===== src/inc/sdr_pkg.sv =====
package sdr_pkg;

	// ------------------------------------------------------------------
	// Timing
	// ------------------------------------------------------------------
	localparam int CLK_MHZ      = 100;
	localparam int TICK_US      = 1000;
	localparam int TICK_CYC_DEF = TICK_US * CLK_MHZ;
	localparam int DISP_MS      = 2000;
	localparam int DISP_CYC_DEF = DISP_MS * 1000 * CLK_MHZ;

	// ------------------------------------------------------------------
	// Register map (byte addresses) and fields
	// ------------------------------------------------------------------
	localparam logic [7:0] OFS_CTRL     = 8'h00;
	localparam logic [7:0] OFS_SPD1     = 8'h04;
	localparam logic [7:0] OFS_SPD2     = 8'h08;
	localparam logic [7:0] OFS_SPD3     = 8'h0C;
	localparam logic [7:0] OFS_ACC      = 8'h10;
	localparam logic [7:0] OFS_DEC      = 8'h14;
	localparam logic [7:0] OFS_STAT     = 8'h18;
	localparam logic [7:0] OFS_IRQ_STAT = 8'h1C;
	localparam logic [7:0] OFS_IRQ_CLR  = 8'h20;
	localparam logic [7:0] OFS_IRQ_EN   = 8'h24;
	localparam logic [7:0] OFS_GAIN     = 8'h28;

	localparam int CTRL_MODE_LSB  = 0;
	localparam int CTRL_TUNE_LSB  = 4;
	localparam int STAT_MODE_LSB  = 2;
	localparam int STAT_ST_LSB    = 4;
	localparam int STAT_DROOP_LSB = 16;
	localparam int HTRANS_ACT_BIT = 1;

	// Control modes
	localparam logic [1:0] MODE_POS = 2'h0;
	localparam logic [1:0] MODE_SPD = 2'h1;

	// Interrupt bits
	localparam int IRQ_EMG  = 0;
	localparam int IRQ_ALM  = 1;
	localparam int IRQ_LIM  = 2;
	localparam int IRQ_SOFF = 3;
	localparam int IRQ_W    = 4;

	// Auto tuning
	localparam logic [15:0] TUNE_ERR_LIM = 16'h0010;
	localparam logic [7:0]  GAIN_RST     = 8'h40;
	localparam logic [7:0]  GAIN_MAX     = 8'hF0;
	localparam logic [7:0]  GAIN_MIN     = 8'h01;

	// ------------------------------------------------------------------
	// Carriers
	// ------------------------------------------------------------------
	typedef struct packed {
		logic [1:0]  mode;
		logic [3:0]  tune;
		logic [15:0] spd1;
		logic [15:0] spd2;
		logic [15:0] spd3;
		logic [15:0] acc;
		logic [15:0] dec;
	} sdr_par_s;

	localparam sdr_par_s PAR_RST = '{
		mode: MODE_POS, tune: 4'h8,
		spd1: 16'h03E8, spd2: 16'h05DC, spd3: 16'h07D0,
		acc: 16'h0003, dec: 16'h0006};

	typedef struct packed {
		logic        en;
		logic [7:0]  addr;
		logic [31:0] data;
	} sdr_wr_s;

endpackage : sdr_pkg


===== src/hw/sdr_ahb.sv =====
`timescale 1ns/1ps
`default_nettype none
// ----------------------------------------------------------------------
// AHB-Lite slave: zero-wait writes, one wait state on reads
// ----------------------------------------------------------------------
module sdr_ahb import sdr_pkg::*; (
	input  wire logic        hclk,
	input  wire logic        hresetn,
	input  wire logic        hsel,
	input  wire logic [31:0] haddr,
	input  wire logic [1:0]  htrans,
	input  wire logic        hwrite,
	input  wire logic [31:0] hwdata,
	input  wire logic        hready,
	output var  logic        hreadyout,
	output var  logic [31:0] hrdata,
	output var  logic        hresp,
	output var  sdr_wr_s     wr,
	output var  logic [7:0]  rd_addr,
	input  wire logic [31:0] rd_data
);
	logic act_r;
	logic wr_r;
	logic [7:0] addr_r;

	// Address phase taken on an active transfer with hready
	wire acc = hsel & htrans[HTRANS_ACT_BIT] & hready;

	// Write strobe in the data phase, with hwdata
	assign wr.en   = act_r & wr_r;
	assign wr.addr = addr_r;
	assign wr.data = hwdata;
	assign rd_addr = addr_r;
	assign hresp   = 1'b0;

	// Registered read data: one wait state, clean hrdata
	always_ff @(posedge hclk or negedge hresetn) begin
		if (!hresetn) begin
			act_r     <= 1'b0;
			wr_r      <= 1'b0;
			addr_r    <= 8'h00;
			hreadyout <= 1'b1;
			hrdata    <= 32'h0000_0000;
		end else if (acc) begin
			act_r     <= 1'b1;
			wr_r      <= hwrite;
			addr_r    <= haddr[7:0];
			hreadyout <= hwrite;
		end else if (act_r & ~wr_r) begin
			hrdata    <= rd_data;
			hreadyout <= 1'b1;
			act_r     <= 1'b0;
		end else begin
			act_r     <= 1'b0;
		end
	end

endmodule : sdr_ahb
`default_nettype wire


===== src/hw/sdr_ramp.sv =====
`timescale 1ns/1ps
`default_nettype none
// ----------------------------------------------------------------------
// Speed ramp: separate accel and decel steps per tick
// ----------------------------------------------------------------------
module sdr_ramp import sdr_pkg::*; (
	input  wire logic               hclk,
	input  wire logic               hresetn,
	input  wire logic               tick,
	input  wire logic               sudden,
	input  wire logic signed [15:0] target,
	input  wire logic [15:0]        acc_step,
	input  wire logic [15:0]        dec_step,
	output var  logic signed [15:0] speed
);
	// Move toward target by one step, never past it
	function automatic logic signed [15:0] step_to(
		input logic signed [15:0] cur,
		input logic signed [15:0] tgt,
		input logic [15:0]        st
	);
		logic signed [16:0] nx;
		nx = 17'sh0_0000;
		if (cur < tgt) begin
			nx = cur + $signed({1'b0, st});
			if (nx > tgt)
				nx = tgt;
		end else begin
			nx = cur - $signed({1'b0, st});
			if (nx < tgt)
				nx = tgt;
		end
		return nx[15:0];
	endfunction : step_to

	// Growing magnitude uses accel step, shrinking decel step
	wire grow = (target > speed && speed >= 16'sh0000) ||
		(target < speed && speed <= 16'sh0000);
	wire [15:0] rate = grow ? acc_step : dec_step;

	// Sudden stop is a decel with zero time constant
	always_ff @(posedge hclk or negedge hresetn) begin
		if (!hresetn)
			speed <= 16'sh0000;
		else if (sudden)
			speed <= 16'sh0000;
		else if (tick && speed != target)
			speed <= step_to(speed, target, rate);
	end

endmodule : sdr_ramp
`default_nettype wire


===== src/hw/sdr_seq.sv =====
`timescale 1ns/1ps
`default_nettype none
// ----------------------------------------------------------------------
// Servo drive run/stop sequencer
// ----------------------------------------------------------------------
// How it works
// - Power and servo-on give ready state, shaft locked.
// - Position mode: each command pulse becomes one step of rotation.
// - Servo-on off cuts power stage drive; motor coasts, no brake.
// - Alarm cuts drive, engages dynamic brake, sudden stop.
// - Emergency stop off: drive cut, dynamic brake, alarm raised.
// - Position mode limit off clears droop, locks; opposite motion allowed.
// - Speed mode: two select inputs pick a preset internal speed.
// - Forward start alone runs counter-clockwise, reverse alone clockwise.
// - Speed mode limit off: sudden stop, lock, opposite motion allowed.
// - Both starts on or both off: decelerate with configured decel.
// - Sudden stop means decel to standstill with zero time constant.
// - Power-on display shows mode symbol, then data after two seconds.
// - Parameter changes apply only after power off and on.
// - Gains adapt during run at the tuning response level.
module sdr_seq import sdr_pkg::*; #(
	parameter int unsigned TICK_CYC = TICK_CYC_DEF,
	parameter int unsigned DISP_CYC = DISP_CYC_DEF
) (
	input  wire logic               hclk,
	input  wire logic               hresetn,
	input  wire logic               hsel,
	input  wire logic [31:0]        haddr,
	input  wire logic [1:0]         htrans,
	input  wire logic               hwrite,
	input  wire logic [2:0]         hsize,
	input  wire logic [31:0]        hwdata,
	input  wire logic               hready,
	output var  logic               hreadyout,
	output var  logic [31:0]        hrdata,
	output var  logic               hresp,
	input  wire logic               power_ok,
	input  wire logic               alarm_in,
	input  wire logic               servo_on_input,
	input  wire logic               emergency_stop_input,
	input  wire logic               forward_stroke_limit,
	input  wire logic               reverse_stroke_limit,
	input  wire logic               forward_start_input,
	input  wire logic               reverse_start_input,
	input  wire logic               speed_select_bit0,
	input  wire logic               speed_select_bit1,
	input  wire logic               cmd_pulse,
	input  wire logic               cmd_dir,
	output var  logic               power_stage_en,
	output var  logic               dyn_brake_en,
	output var  logic               servo_lock,
	output var  logic               emergency_stop_alarm,
	output var  logic               step_pulse,
	output var  logic               step_dir,
	output var  logic signed [15:0] speed_cmd,
	output var  logic [1:0]         disp_symbol,
	output var  logic               disp_data,
	output var  logic               irq
);
	typedef enum logic [1:0] {
		ST_PWROFF, ST_COAST, ST_RUN, ST_BRAKE
	} sdr_state_e;

	sdr_wr_s            wr;
	logic [7:0]         rd_addr;
	logic [31:0]        rd_data;
	sdr_par_s           pend_r;
	sdr_par_s           act_r;
	sdr_state_e         state_r;
	sdr_state_e         state_nxt;
	logic               pwr_d_r;
	logic               flim_d_r;
	logic               rlim_d_r;
	logic               emg_d_r;
	logic               alm_d_r;
	logic [31:0]        tick_cnt_r;
	logic               tick_r;
	logic [31:0]        disp_cnt_r;
	logic signed [15:0] droop_r;
	logic signed [15:0] droop_nxt;
	logic [7:0]         gain_r;
	logic [IRQ_W-1:0]   irq_stat_r;
	logic [IRQ_W-1:0]   irq_en_r;
	logic [IRQ_W-1:0]   irq_nxt;

	// Signed error magnitude, used by both modes
	function automatic logic [15:0] mag(input logic signed [15:0] v);
		return (v < 16'sh0000) ? 16'(-v) : 16'(v);
	endfunction : mag

	// ------------------------------------------------------------------
	// Bus slave and register access
	// ------------------------------------------------------------------
	sdr_ahb u_ahb (
		.hclk      (hclk),
		.hresetn   (hresetn),
		.hsel      (hsel),
		.haddr     (haddr),
		.htrans    (htrans),
		.hwrite    (hwrite),
		.hwdata    (hwdata),
		.hready    (hready),
		.hreadyout (hreadyout),
		.hrdata    (hrdata),
		.hresp     (hresp),
		.wr        (wr),
		.rd_addr   (rd_addr),
		.rd_data   (rd_data)
	);

	// Write decode
	wire w_ctrl = wr.en & (wr.addr == OFS_CTRL);
	wire w_spd1 = wr.en & (wr.addr == OFS_SPD1);
	wire w_spd2 = wr.en & (wr.addr == OFS_SPD2);
	wire w_spd3 = wr.en & (wr.addr == OFS_SPD3);
	wire w_acc  = wr.en & (wr.addr == OFS_ACC);
	wire w_dec  = wr.en & (wr.addr == OFS_DEC);
	wire w_clr  = wr.en & (wr.addr == OFS_IRQ_CLR);
	wire w_en   = wr.en & (wr.addr == OFS_IRQ_EN);

	// Pending set: software reads what it wrote, not what runs
	always_ff @(posedge hclk or negedge hresetn) begin
		if (!hresetn) begin
			pend_r <= PAR_RST;
		end else begin
			if (w_ctrl) begin
				pend_r.mode <= wr.data[CTRL_MODE_LSB +: 2];
				pend_r.tune <= wr.data[CTRL_TUNE_LSB +: 4];
			end
			if (w_spd1)
				pend_r.spd1 <= wr.data[15:0];
			if (w_spd2)
				pend_r.spd2 <= wr.data[15:0];
			if (w_spd3)
				pend_r.spd3 <= wr.data[15:0];
			if (w_acc)
				pend_r.acc <= wr.data[15:0];
			if (w_dec)
				pend_r.dec <= wr.data[15:0];
		end
	end

	// Active set loads only on a power-on edge
	wire pwr_rise = power_ok & ~pwr_d_r;
	always_ff @(posedge hclk or negedge hresetn) begin
		if (!hresetn)
			act_r <= PAR_RST;
		else if (pwr_rise)
			act_r <= pend_r;
	end

	// Read mux; unmapped offsets read zero
	wire [31:0] ctrl_rd = (32'(pend_r.mode) << CTRL_MODE_LSB) |
		(32'(pend_r.tune) << CTRL_TUNE_LSB);
	wire [31:0] stat_rd = (32'(16'(droop_r)) << STAT_DROOP_LSB) |
		(32'(state_r) << STAT_ST_LSB) |
		(32'(act_r.mode) << STAT_MODE_LSB) |
		32'(emergency_stop_alarm);
	assign rd_data =
		(rd_addr == OFS_CTRL)     ? ctrl_rd :
		(rd_addr == OFS_SPD1)     ? 32'(pend_r.spd1) :
		(rd_addr == OFS_SPD2)     ? 32'(pend_r.spd2) :
		(rd_addr == OFS_SPD3)     ? 32'(pend_r.spd3) :
		(rd_addr == OFS_ACC)      ? 32'(pend_r.acc) :
		(rd_addr == OFS_DEC)      ? 32'(pend_r.dec) :
		(rd_addr == OFS_STAT)     ? stat_rd :
		(rd_addr == OFS_IRQ_STAT) ? 32'(irq_stat_r) :
		(rd_addr == OFS_IRQ_EN)   ? 32'(irq_en_r) :
		(rd_addr == OFS_GAIN)     ? 32'(gain_r) :
		32'h0000_0000;

	// ------------------------------------------------------------------
	// Input history and tick divider
	// ------------------------------------------------------------------
	always_ff @(posedge hclk or negedge hresetn) begin
		if (!hresetn) begin
			pwr_d_r  <= 1'b0;
			flim_d_r <= 1'b1;
			rlim_d_r <= 1'b1;
			emg_d_r  <= 1'b0;
			alm_d_r  <= 1'b0;
		end else begin
			pwr_d_r  <= power_ok;
			flim_d_r <= forward_stroke_limit;
			rlim_d_r <= reverse_stroke_limit;
			emg_d_r  <= ~emergency_stop_input;
			alm_d_r  <= alarm_in;
		end
	end

	// One-cycle tick enable for ramp and tuning
	always_ff @(posedge hclk or negedge hresetn) begin
		if (!hresetn) begin
			tick_cnt_r <= 32'h0000_0000;
			tick_r     <= 1'b0;
		end else begin
			tick_r     <= (tick_cnt_r == TICK_CYC - 1);
			tick_cnt_r <= (tick_cnt_r == TICK_CYC - 1) ?
				32'h0000_0000 : tick_cnt_r + 32'h0000_0001;
		end
	end

	// ------------------------------------------------------------------
	// Stop priority and run state
	// ------------------------------------------------------------------
	wire emg_stop  = ~emergency_stop_input;
	wire brake_req = alarm_in | emg_stop;
	wire lim_fall  = (flim_d_r & ~forward_stroke_limit) |
		(rlim_d_r & ~reverse_stroke_limit);

	// Brake exits to coast only with servo-on low: a cleared alarm
	// must never restart the motor
	always_comb begin
		state_nxt = state_r;
		case (state_r)
			ST_PWROFF: if (power_ok) state_nxt = ST_COAST;
			ST_COAST: if (servo_on_input) state_nxt = ST_RUN;
			ST_RUN: if (!servo_on_input) state_nxt = ST_COAST;
			ST_BRAKE: begin
				if (!brake_req && !servo_on_input)
					state_nxt = ST_COAST;
			end
			default: state_nxt = ST_PWROFF;
		endcase
		if (brake_req)
			state_nxt = ST_BRAKE;
		if (!power_ok)
			state_nxt = ST_PWROFF;
	end

	wire run_st  = (state_r == ST_RUN);
	wire run_pos = run_st & (act_r.mode == MODE_POS);
	wire run_spd = run_st & (act_r.mode == MODE_SPD);

	// ------------------------------------------------------------------
	// Position mode: droop counter and step output
	// ------------------------------------------------------------------
	wire pulse_ok = run_pos & cmd_pulse &
		(cmd_dir ? forward_stroke_limit : reverse_stroke_limit);
	wire step_go = run_pos & (droop_r != 16'sh0000) &
		((droop_r > 16'sh0000) ? forward_stroke_limit :
		reverse_stroke_limit);
	wire signed [15:0] d_in = ~pulse_ok ? 16'sh0000 :
		(cmd_dir ? 16'sh0001 : -16'sh0001);
	wire signed [15:0] d_out = ~step_go ? 16'sh0000 :
		((droop_r > 16'sh0000) ? 16'sh0001 : -16'sh0001);
	assign droop_nxt = (~run_pos | lim_fall) ? 16'sh0000 :
		droop_r + d_in - d_out;

	// ------------------------------------------------------------------
	// Speed mode: preset select, direction and stop patterns
	// ------------------------------------------------------------------
	wire [1:0] sel = {speed_select_bit1, speed_select_bit0};
	wire [15:0] sel_spd = (sel == 2'h1) ? act_r.spd1 :
		(sel == 2'h2) ? act_r.spd2 :
		(sel == 2'h3) ? act_r.spd3 : 16'h0000;
	wire fwd_only = forward_start_input & ~reverse_start_input;
	wire rev_only = reverse_start_input & ~forward_start_input;
	wire signed [15:0] target =
		(run_spd & fwd_only & forward_stroke_limit) ?
			$signed(sel_spd) :
		(run_spd & rev_only & reverse_stroke_limit) ?
			-$signed(sel_spd) : 16'sh0000;
	// Off limit blocks travel toward it; drive cut zeroes too
	wire sudden = ~run_spd |
		(~forward_stroke_limit & (speed_cmd > 16'sh0000)) |
		(~reverse_stroke_limit & (speed_cmd < 16'sh0000));

	sdr_ramp u_ramp (
		.hclk     (hclk),
		.hresetn  (hresetn),
		.tick     (tick_r),
		.sudden   (sudden),
		.target   (target),
		.acc_step (act_r.acc),
		.dec_step (act_r.dec),
		.speed    (speed_cmd)
	);

	// ------------------------------------------------------------------
	// Interrupt status: set wins over clear
	// ------------------------------------------------------------------
	wire [IRQ_W-1:0] ev = IRQ_W'(
		(32'(emg_stop & ~emg_d_r) << IRQ_EMG) |
		(32'(alarm_in & ~alm_d_r) << IRQ_ALM) |
		(32'(lim_fall) << IRQ_LIM) |
		(32'(run_st & (state_nxt == ST_COAST)) << IRQ_SOFF));
	wire [IRQ_W-1:0] clr = w_clr ? wr.data[IRQ_W-1:0] : '0;
	assign irq_nxt = (irq_stat_r & ~clr) | ev;

	// ------------------------------------------------------------------
	// State, drive and status flops
	// ------------------------------------------------------------------
	always_ff @(posedge hclk or negedge hresetn) begin
		if (!hresetn) begin
			state_r              <= ST_PWROFF;
			droop_r              <= 16'sh0000;
			power_stage_en       <= 1'b0;
			dyn_brake_en         <= 1'b0;
			servo_lock           <= 1'b0;
			emergency_stop_alarm <= 1'b0;
			step_pulse           <= 1'b0;
			step_dir             <= 1'b0;
			irq_stat_r           <= '0;
			irq_en_r             <= '0;
			irq                  <= 1'b0;
		end else begin
			state_r              <= state_nxt;
			droop_r              <= droop_nxt;
			power_stage_en       <= (state_nxt == ST_RUN);
			dyn_brake_en         <= (state_nxt == ST_BRAKE);
			servo_lock           <= (state_nxt == ST_RUN) &
				(droop_nxt == 16'sh0000) &
				(target == 16'sh0000);
			emergency_stop_alarm <= power_ok & emg_stop;
			step_pulse           <= step_go;
			step_dir             <= (droop_r > 16'sh0000);
			irq_stat_r           <= irq_nxt;
			irq_en_r             <= w_en ? wr.data[IRQ_W-1:0] :
				irq_en_r;
			irq                  <= |(irq_nxt & irq_en_r);
		end
	end

	// ------------------------------------------------------------------
	// Real-time tuning and power-on display
	// ------------------------------------------------------------------
	wire [15:0] err = run_pos ? mag(droop_r) :
		mag(16'(target - speed_cmd));
	wire [7:0] gain_up = gain_r + {4'h0, act_r.tune};

	// Gain climbs by the tune level on large error and bleeds
	// off at zero error so it cannot ratchet to the ceiling
	always_ff @(posedge hclk or negedge hresetn) begin
		if (!hresetn)
			gain_r <= GAIN_RST;
		else if (tick_r & run_st & (err > TUNE_ERR_LIM))
			gain_r <= (gain_up > GAIN_MAX || gain_up < gain_r) ?
				GAIN_MAX : gain_up;
		else if (tick_r & run_st & (err == 16'h0000) &
			(gain_r > GAIN_MIN))
			gain_r <= gain_r - 8'h01;
	end

	// Symbol first, data after the delay; power loss restarts it
	always_ff @(posedge hclk or negedge hresetn) begin
		if (!hresetn) begin
			disp_cnt_r  <= 32'h0000_0000;
			disp_data   <= 1'b0;
			disp_symbol <= MODE_POS;
		end else begin
			disp_symbol <= act_r.mode;
			if (!power_ok) begin
				disp_cnt_r <= 32'h0000_0000;
				disp_data  <= 1'b0;
			end else if (disp_cnt_r != DISP_CYC) begin
				disp_cnt_r <= disp_cnt_r + 32'h0000_0001;
				disp_data  <= (disp_cnt_r == DISP_CYC - 1);
			end
		end
	end

endmodule : sdr_seq
`default_nettype wire


===== config.mk =====
export PLATFORM = sky130hd
export DESIGN_NAME = sdr_seq
export DESIGN_NICKNAME = d
export VERILOG_FILES = /design/src/inc/sdr_pkg.sv /design/src/hw/sdr_ahb.sv /design/src/hw/sdr_ramp.sv /design/src/hw/sdr_seq.sv
export SDC_FILE = /design/constraint.sdc
export NUM_CORES = 1
export LEC_CHECK = 0
export BUFFER_PORTS_ARGS = -buffer_cell sky130_fd_sc_hd__buf_2
export CORE_MARGIN = 8
export CORE_UTILIZATION = 45
export DETAILED_ROUTE_END_ITERATION = 10
export GPL_ROUTABILITY_DRIVEN = 1
export PLACE_DENSITY = 0.65
export SYNTH_ARGS = -nofsm -noshare
export SYNTH_HDL_FRONTEND = slang
export SYNTH_SLANG_ARGS = --single-unit
export TNS_END_PERCENT = 10

===== constraint.sdc =====
create_clock -name hclk -period 9.6 [get_ports hclk]
set_input_delay 1.92 -clock hclk [delete_from_list [all_inputs] [get_ports hclk]]
set_output_delay 1.92 -clock hclk [all_outputs]
set_load 0.005 [all_outputs]

==> results.rst <==
.. list-table::
   :header-rows: 1

   * - Metric
     - Value
   * - Run status
     - finished, final reports clean
   * - Clock-pin slew reported for the worst setup and hold paths after clock tree synthesis
     - 0.06 ns
   * - Endpoint of the worst register-to-register path
     - u_ramp.speed[0]$_DFFE_PN0P_
   * - Final design utilization
     - 54.5%
   * - Met2 demand-to-capacity share in global routing
     - 35.3%
   * - Root buffer selected by CTS
     - clkbuf_16
   * - Worst EP arrival
     - 10.04 ns
   * - Insertion delay of the later-clocked pin in the worst-skew pair
     - 0.57 ns
   * - Endpoint type of the worst setup path
     - register
   * - Setup crit start kind
     - input port
   * - Final Hold Fails
     - 0
   * - Layout-stage area growth over the synthesis result
     - 19.4%
   * - Wirelength per Cell
     - 19.6 µm
   * - MaxCap Viol Count
     - 0
   * - CTS sink count
     - 345
   * - Slowest cell on the critical path
     - or3b_4
   * - Clock buffer depth
     - 3
   * - Top achievable clock speed
     - 105 MHz
   * - Max_slew headroom
     - 26.3%
   * - Primary flip-flop cell chosen by synthesis mapping
     - dfrtp_1
   * - Logic depth of the worst register-to-register path
     - 40
   * - Slew @ Worst Pin
     - 1.10 ns
   * - Library cells used by synthesis
     - 88
   * - Cells after Synth
     - 2,131
   * - Worst hold stages
     - 2
   * - Vias in the first global route
     - 17,500
   * - Clock tree from TritonCTS
     - done
   * - Number of nets in the layout
     - 2,603
   * - Async S/R FF share, synth
     - 100%
   * - Effective utilization at floorplan
     - 45.6%
   * - Type of the worst setup path
     - in -> reg
   * - Average vias per placed instance
     - 5.65
   * - Die Y
     - 233 µm
   * - Vias post-DR
     - 17,100
   * - M3 GR Usage
     - 3.63%
   * - Core Region
     - 0.0466 mm²
   * - RSZ-0062 raised after global routing
     - yes
   * - Delay contributed by the slowest stage of the critical path
     - 0.45 ns
   * - EDFF count, synth
     - 0
   * - Post-Synthesis Mean Instance Area
     - 9.96 µm²
   * - Fraction of met1 tracks used by global routing
     - 29.1%
   * - Slack of the worst reg-to-reg path
     - 1.32 ns
   * - Flip-flop and latch count after synthesis
     - 345
   * - Most heavily used metal layer in global routing
     - met2
   * - Count of input and output buffers
     - 100
   * - Num ports
     - 146
   * - Cts-stage hold buffer count
     - 0
   * - Number of non-filler instances in the completed layout
     - 3,022
   * - Setup ws final
     - 0.0551 ns
   * - Fin. max-slew vios
     - 0
   * - Post-placement setup slack
     - -1.02 ns
   * - Wire length reported by the detailed router
     - 59,200 µm
   * - Maximum fanout along the worst path
     - 6
   * - Fraction of layout cells with a size suffix above 1
     - 29.4%
   * - Residual overflow from global routing
     - 0
   * - Final HPWL from detailed placement
     - 43,800 µm
   * - Power per cell area
     - 166 mW/mm²
   * - Net count after synthesis
     - 2,350
   * - Routability-driven placement congestion ratio
     - 0.899
   * - Fin crit period
     - 9.54 ns
   * - # placed instances
     - 2,946
   * - Die area
     - 0.0544 mm²
   * - First-pass GRT wire length
     - 95,000 µm
   * - Worst Skew
     - 0.0166 ns
   * - Peak supply drop
     - 0.133 mV
   * - Die outline width
     - 233 µm
   * - DRC violations left
     - 0
   * - Final setup violation count
     - 0
   * - Worst path required time
     - 10.09 ns
   * - Initial DRT Pass Iterations
     - 6
   * - First-iteration detailed-routing DRC count
     - 1,019
   * - Antenna violations before repair
     - 2
   * - Syn Std Cell Area
     - 0.0212 mm²
   * - Hold path start
     - u_ahb.hrdata[16]$_DFFE_PN0P_
   * - CTS buffer count
     - 39
   * - Largest net degree at the start of global routing
     - 167
   * - Worst r2r src
     - act_r[37]$_DFFE_PN0P_
   * - Endpoint with the worst hold slack
     - u_ahb.hrdata[16]$_DFFE_PN0P_
   * - Number of placement rows
     - 79
   * - Post-detailed-route count of antenna-violating nets
     - 0
   * - Number of synthesis warnings
     - 0
   * - Number of antenna diodes
     - 0
   * - Hold Path Class
     - reg -> reg
   * - Tcrit/Tclk final
     - 99.4%
   * - Leakage
     - 11.6 nW
   * - H-tree levels
     - 2
   * - Tot GR Track Use
     - 21.7%
   * - Cell repeated most along the worst path
     - buf_4
   * - Final-layout worst hold slack
     - 0.460 ns
   * - Share of synthesized area occupied by flip-flops and latches
     - 41.0%
[worst max-delay path, delay by kind of cell]
family                   cells  cell delay, ns
adder cells (fa/ha/maj)      3            0.90
buffers and inverters        6            0.81
AND/OR/NAND/NOR             15            2.43
XOR/XNOR                     1            0.24
AO/OA/AOI/OAI               13            2.41
multiplexers                 4            1.29
[cell usage in the layout (no fill, tap or decap), drive strengths merged, types with 57 or more instances in the layout]
cell	netlist	layout
buf	13	296
dfrtp	293	293
mux2	213	213
nand2	175	175
inv	152	153
nor2	141	141
ha	114	114
xnor2	85	85
nand3	83	83
a21oi	66	66
o21ai	66	66
clkbuf	71	57
[power breakdown]
group	internal [mW]	total [mW]	switching [mW]
registers	1.59	1.67	0.0841
clock network	0.867	1.51	0.643
logic	0.483	1.02	0.536
total	2.94	4.20	1.26
[cell usage after synthesis, drive strengths merged (11+ instances only)]
cell    count  area share (%)
o21bai     18            0.64
a22o       20            0.83
nand2b     20            0.59
mux2      213              11
dfrtp     293              35
nand4      30            0.88
fa         19             1.8
a211oi     13            0.48
a221oi     18            0.74
inv       152             2.7
a21boi     11            0.41
clkbuf     71             1.3
nor4       23            0.75
o21ai      66             1.6
dfstp      52             6.4
a31oi      26            0.77
buf        13            0.29
o21a       14            0.50
nor3       34            0.80
and2       39             1.1
nand2     175             3.1
nor2b      29            0.85
xor2       38             1.6
a22oi      31             1.1
a21oi      66             1.6
nor2      141             2.5
and3       20            0.59
or3        15            0.47
a21o       35             1.2
xnor2      85             3.5
ha        114             6.7
nand3      83             2.0
a41oi      13            0.57
[through the flow]
stage | power [mW] | instance area [µm²] | TNS, ns
final | 4.20 | 25400 | 0
after floorplan | 2.29 | 21500 | -0.588
after global routing | 4.42 | 25400 | -5.07
after global placement | 2.66 | 23800 | -12.34
after CTS | 4.23 | 25300 | 0
after detailed placement | 2.68 | 23800 | -14.81
[worst max path at each step]
stage / from / endpoint / slack [ns] / cells after the start
after global placement: speed_select_bit1 / u_ramp.speed[12]$_DFFE_PN0P_ / -0.84 / 41
after global routing: speed_select_bit1 / u_ramp.speed[0]$_DFFE_PN0P_ / -0.36 / 43
after CTS: speed_select_bit1 / u_ramp.speed[0]$_DFFE_PN0P_ / 0.009 / 47
after detailed placement: speed_select_bit1 / u_ramp.speed[12]$_DFFE_PN0P_ / -1.02 / 47
after floorplan: speed_select_bit1 / u_ramp.speed[0]$_DFFE_PN0P_ / -0.07 / 40
final: speed_select_bit1 / u_ramp.speed[0]$_DFFE_PN0P_ / 0.06 / 42
[timing repair]
| action | CTS | global route |
|---|---|---|
| pin swaps | 25 | 28 |
| resized for setup | 28 | 18 |
| setup endpoints to repair | 16 | 16 |
| hold endpoints to repair | 0 | 0 |
| buffers inserted | 4 | 0 |
[per-layer routing]
metal | vias to the layer above | part of all wire, %
met5 | - | 0.052
met4 | 4 | 3.3
met3 | 110 | 5.1
met2 | 406 | 46
met1 | 8410 | 45
li1 | 8153 | -
[state kept, by name (all words and copies together), names as in the netlist, 8 cells and up]
register,count
u_ramp.speed,16
act_r,86
tick_cnt_r,32
droop_r,16
pend_r,86
gain_r,8
disp_cnt_r,32
u_ahb.rd_addr,8
u_ahb.hrdata,32
[cells by family after synthesis]
| logic type | after synthesis | synth area share (%) |
|---|---|---|
| AO/OA/AOI/OAI | 419 | 14.2 |
| XOR/XNOR | 123 | 5.07 |
| adder cells (fa/ha/maj) | 133 | 8.51 |
| buffers and inverters | 237 | 4.26 |
| flip-flops | 345 | 41.0 |
| multiplexers | 219 | 11.6 |
| other | 1 | 0.0177 |
| AND/OR/NAND/NOR | 654 | 15.4 |
[cell type report]
| class | count | area, µm² |
|---|---|---|
| timing repair buffer | 296 | 2020 |
| sequential | 345 | 8700 |
| inverter | 153 | 574 |
| clock buffer | 57 | 1100 |
| tap | 607 | 759 |
| clock inverter | 15 | 198 |
| multi-input combinational | 1549 | 12000 |
| fill | 4120 | 21200 |
Power figures use the tool's default switching activity.
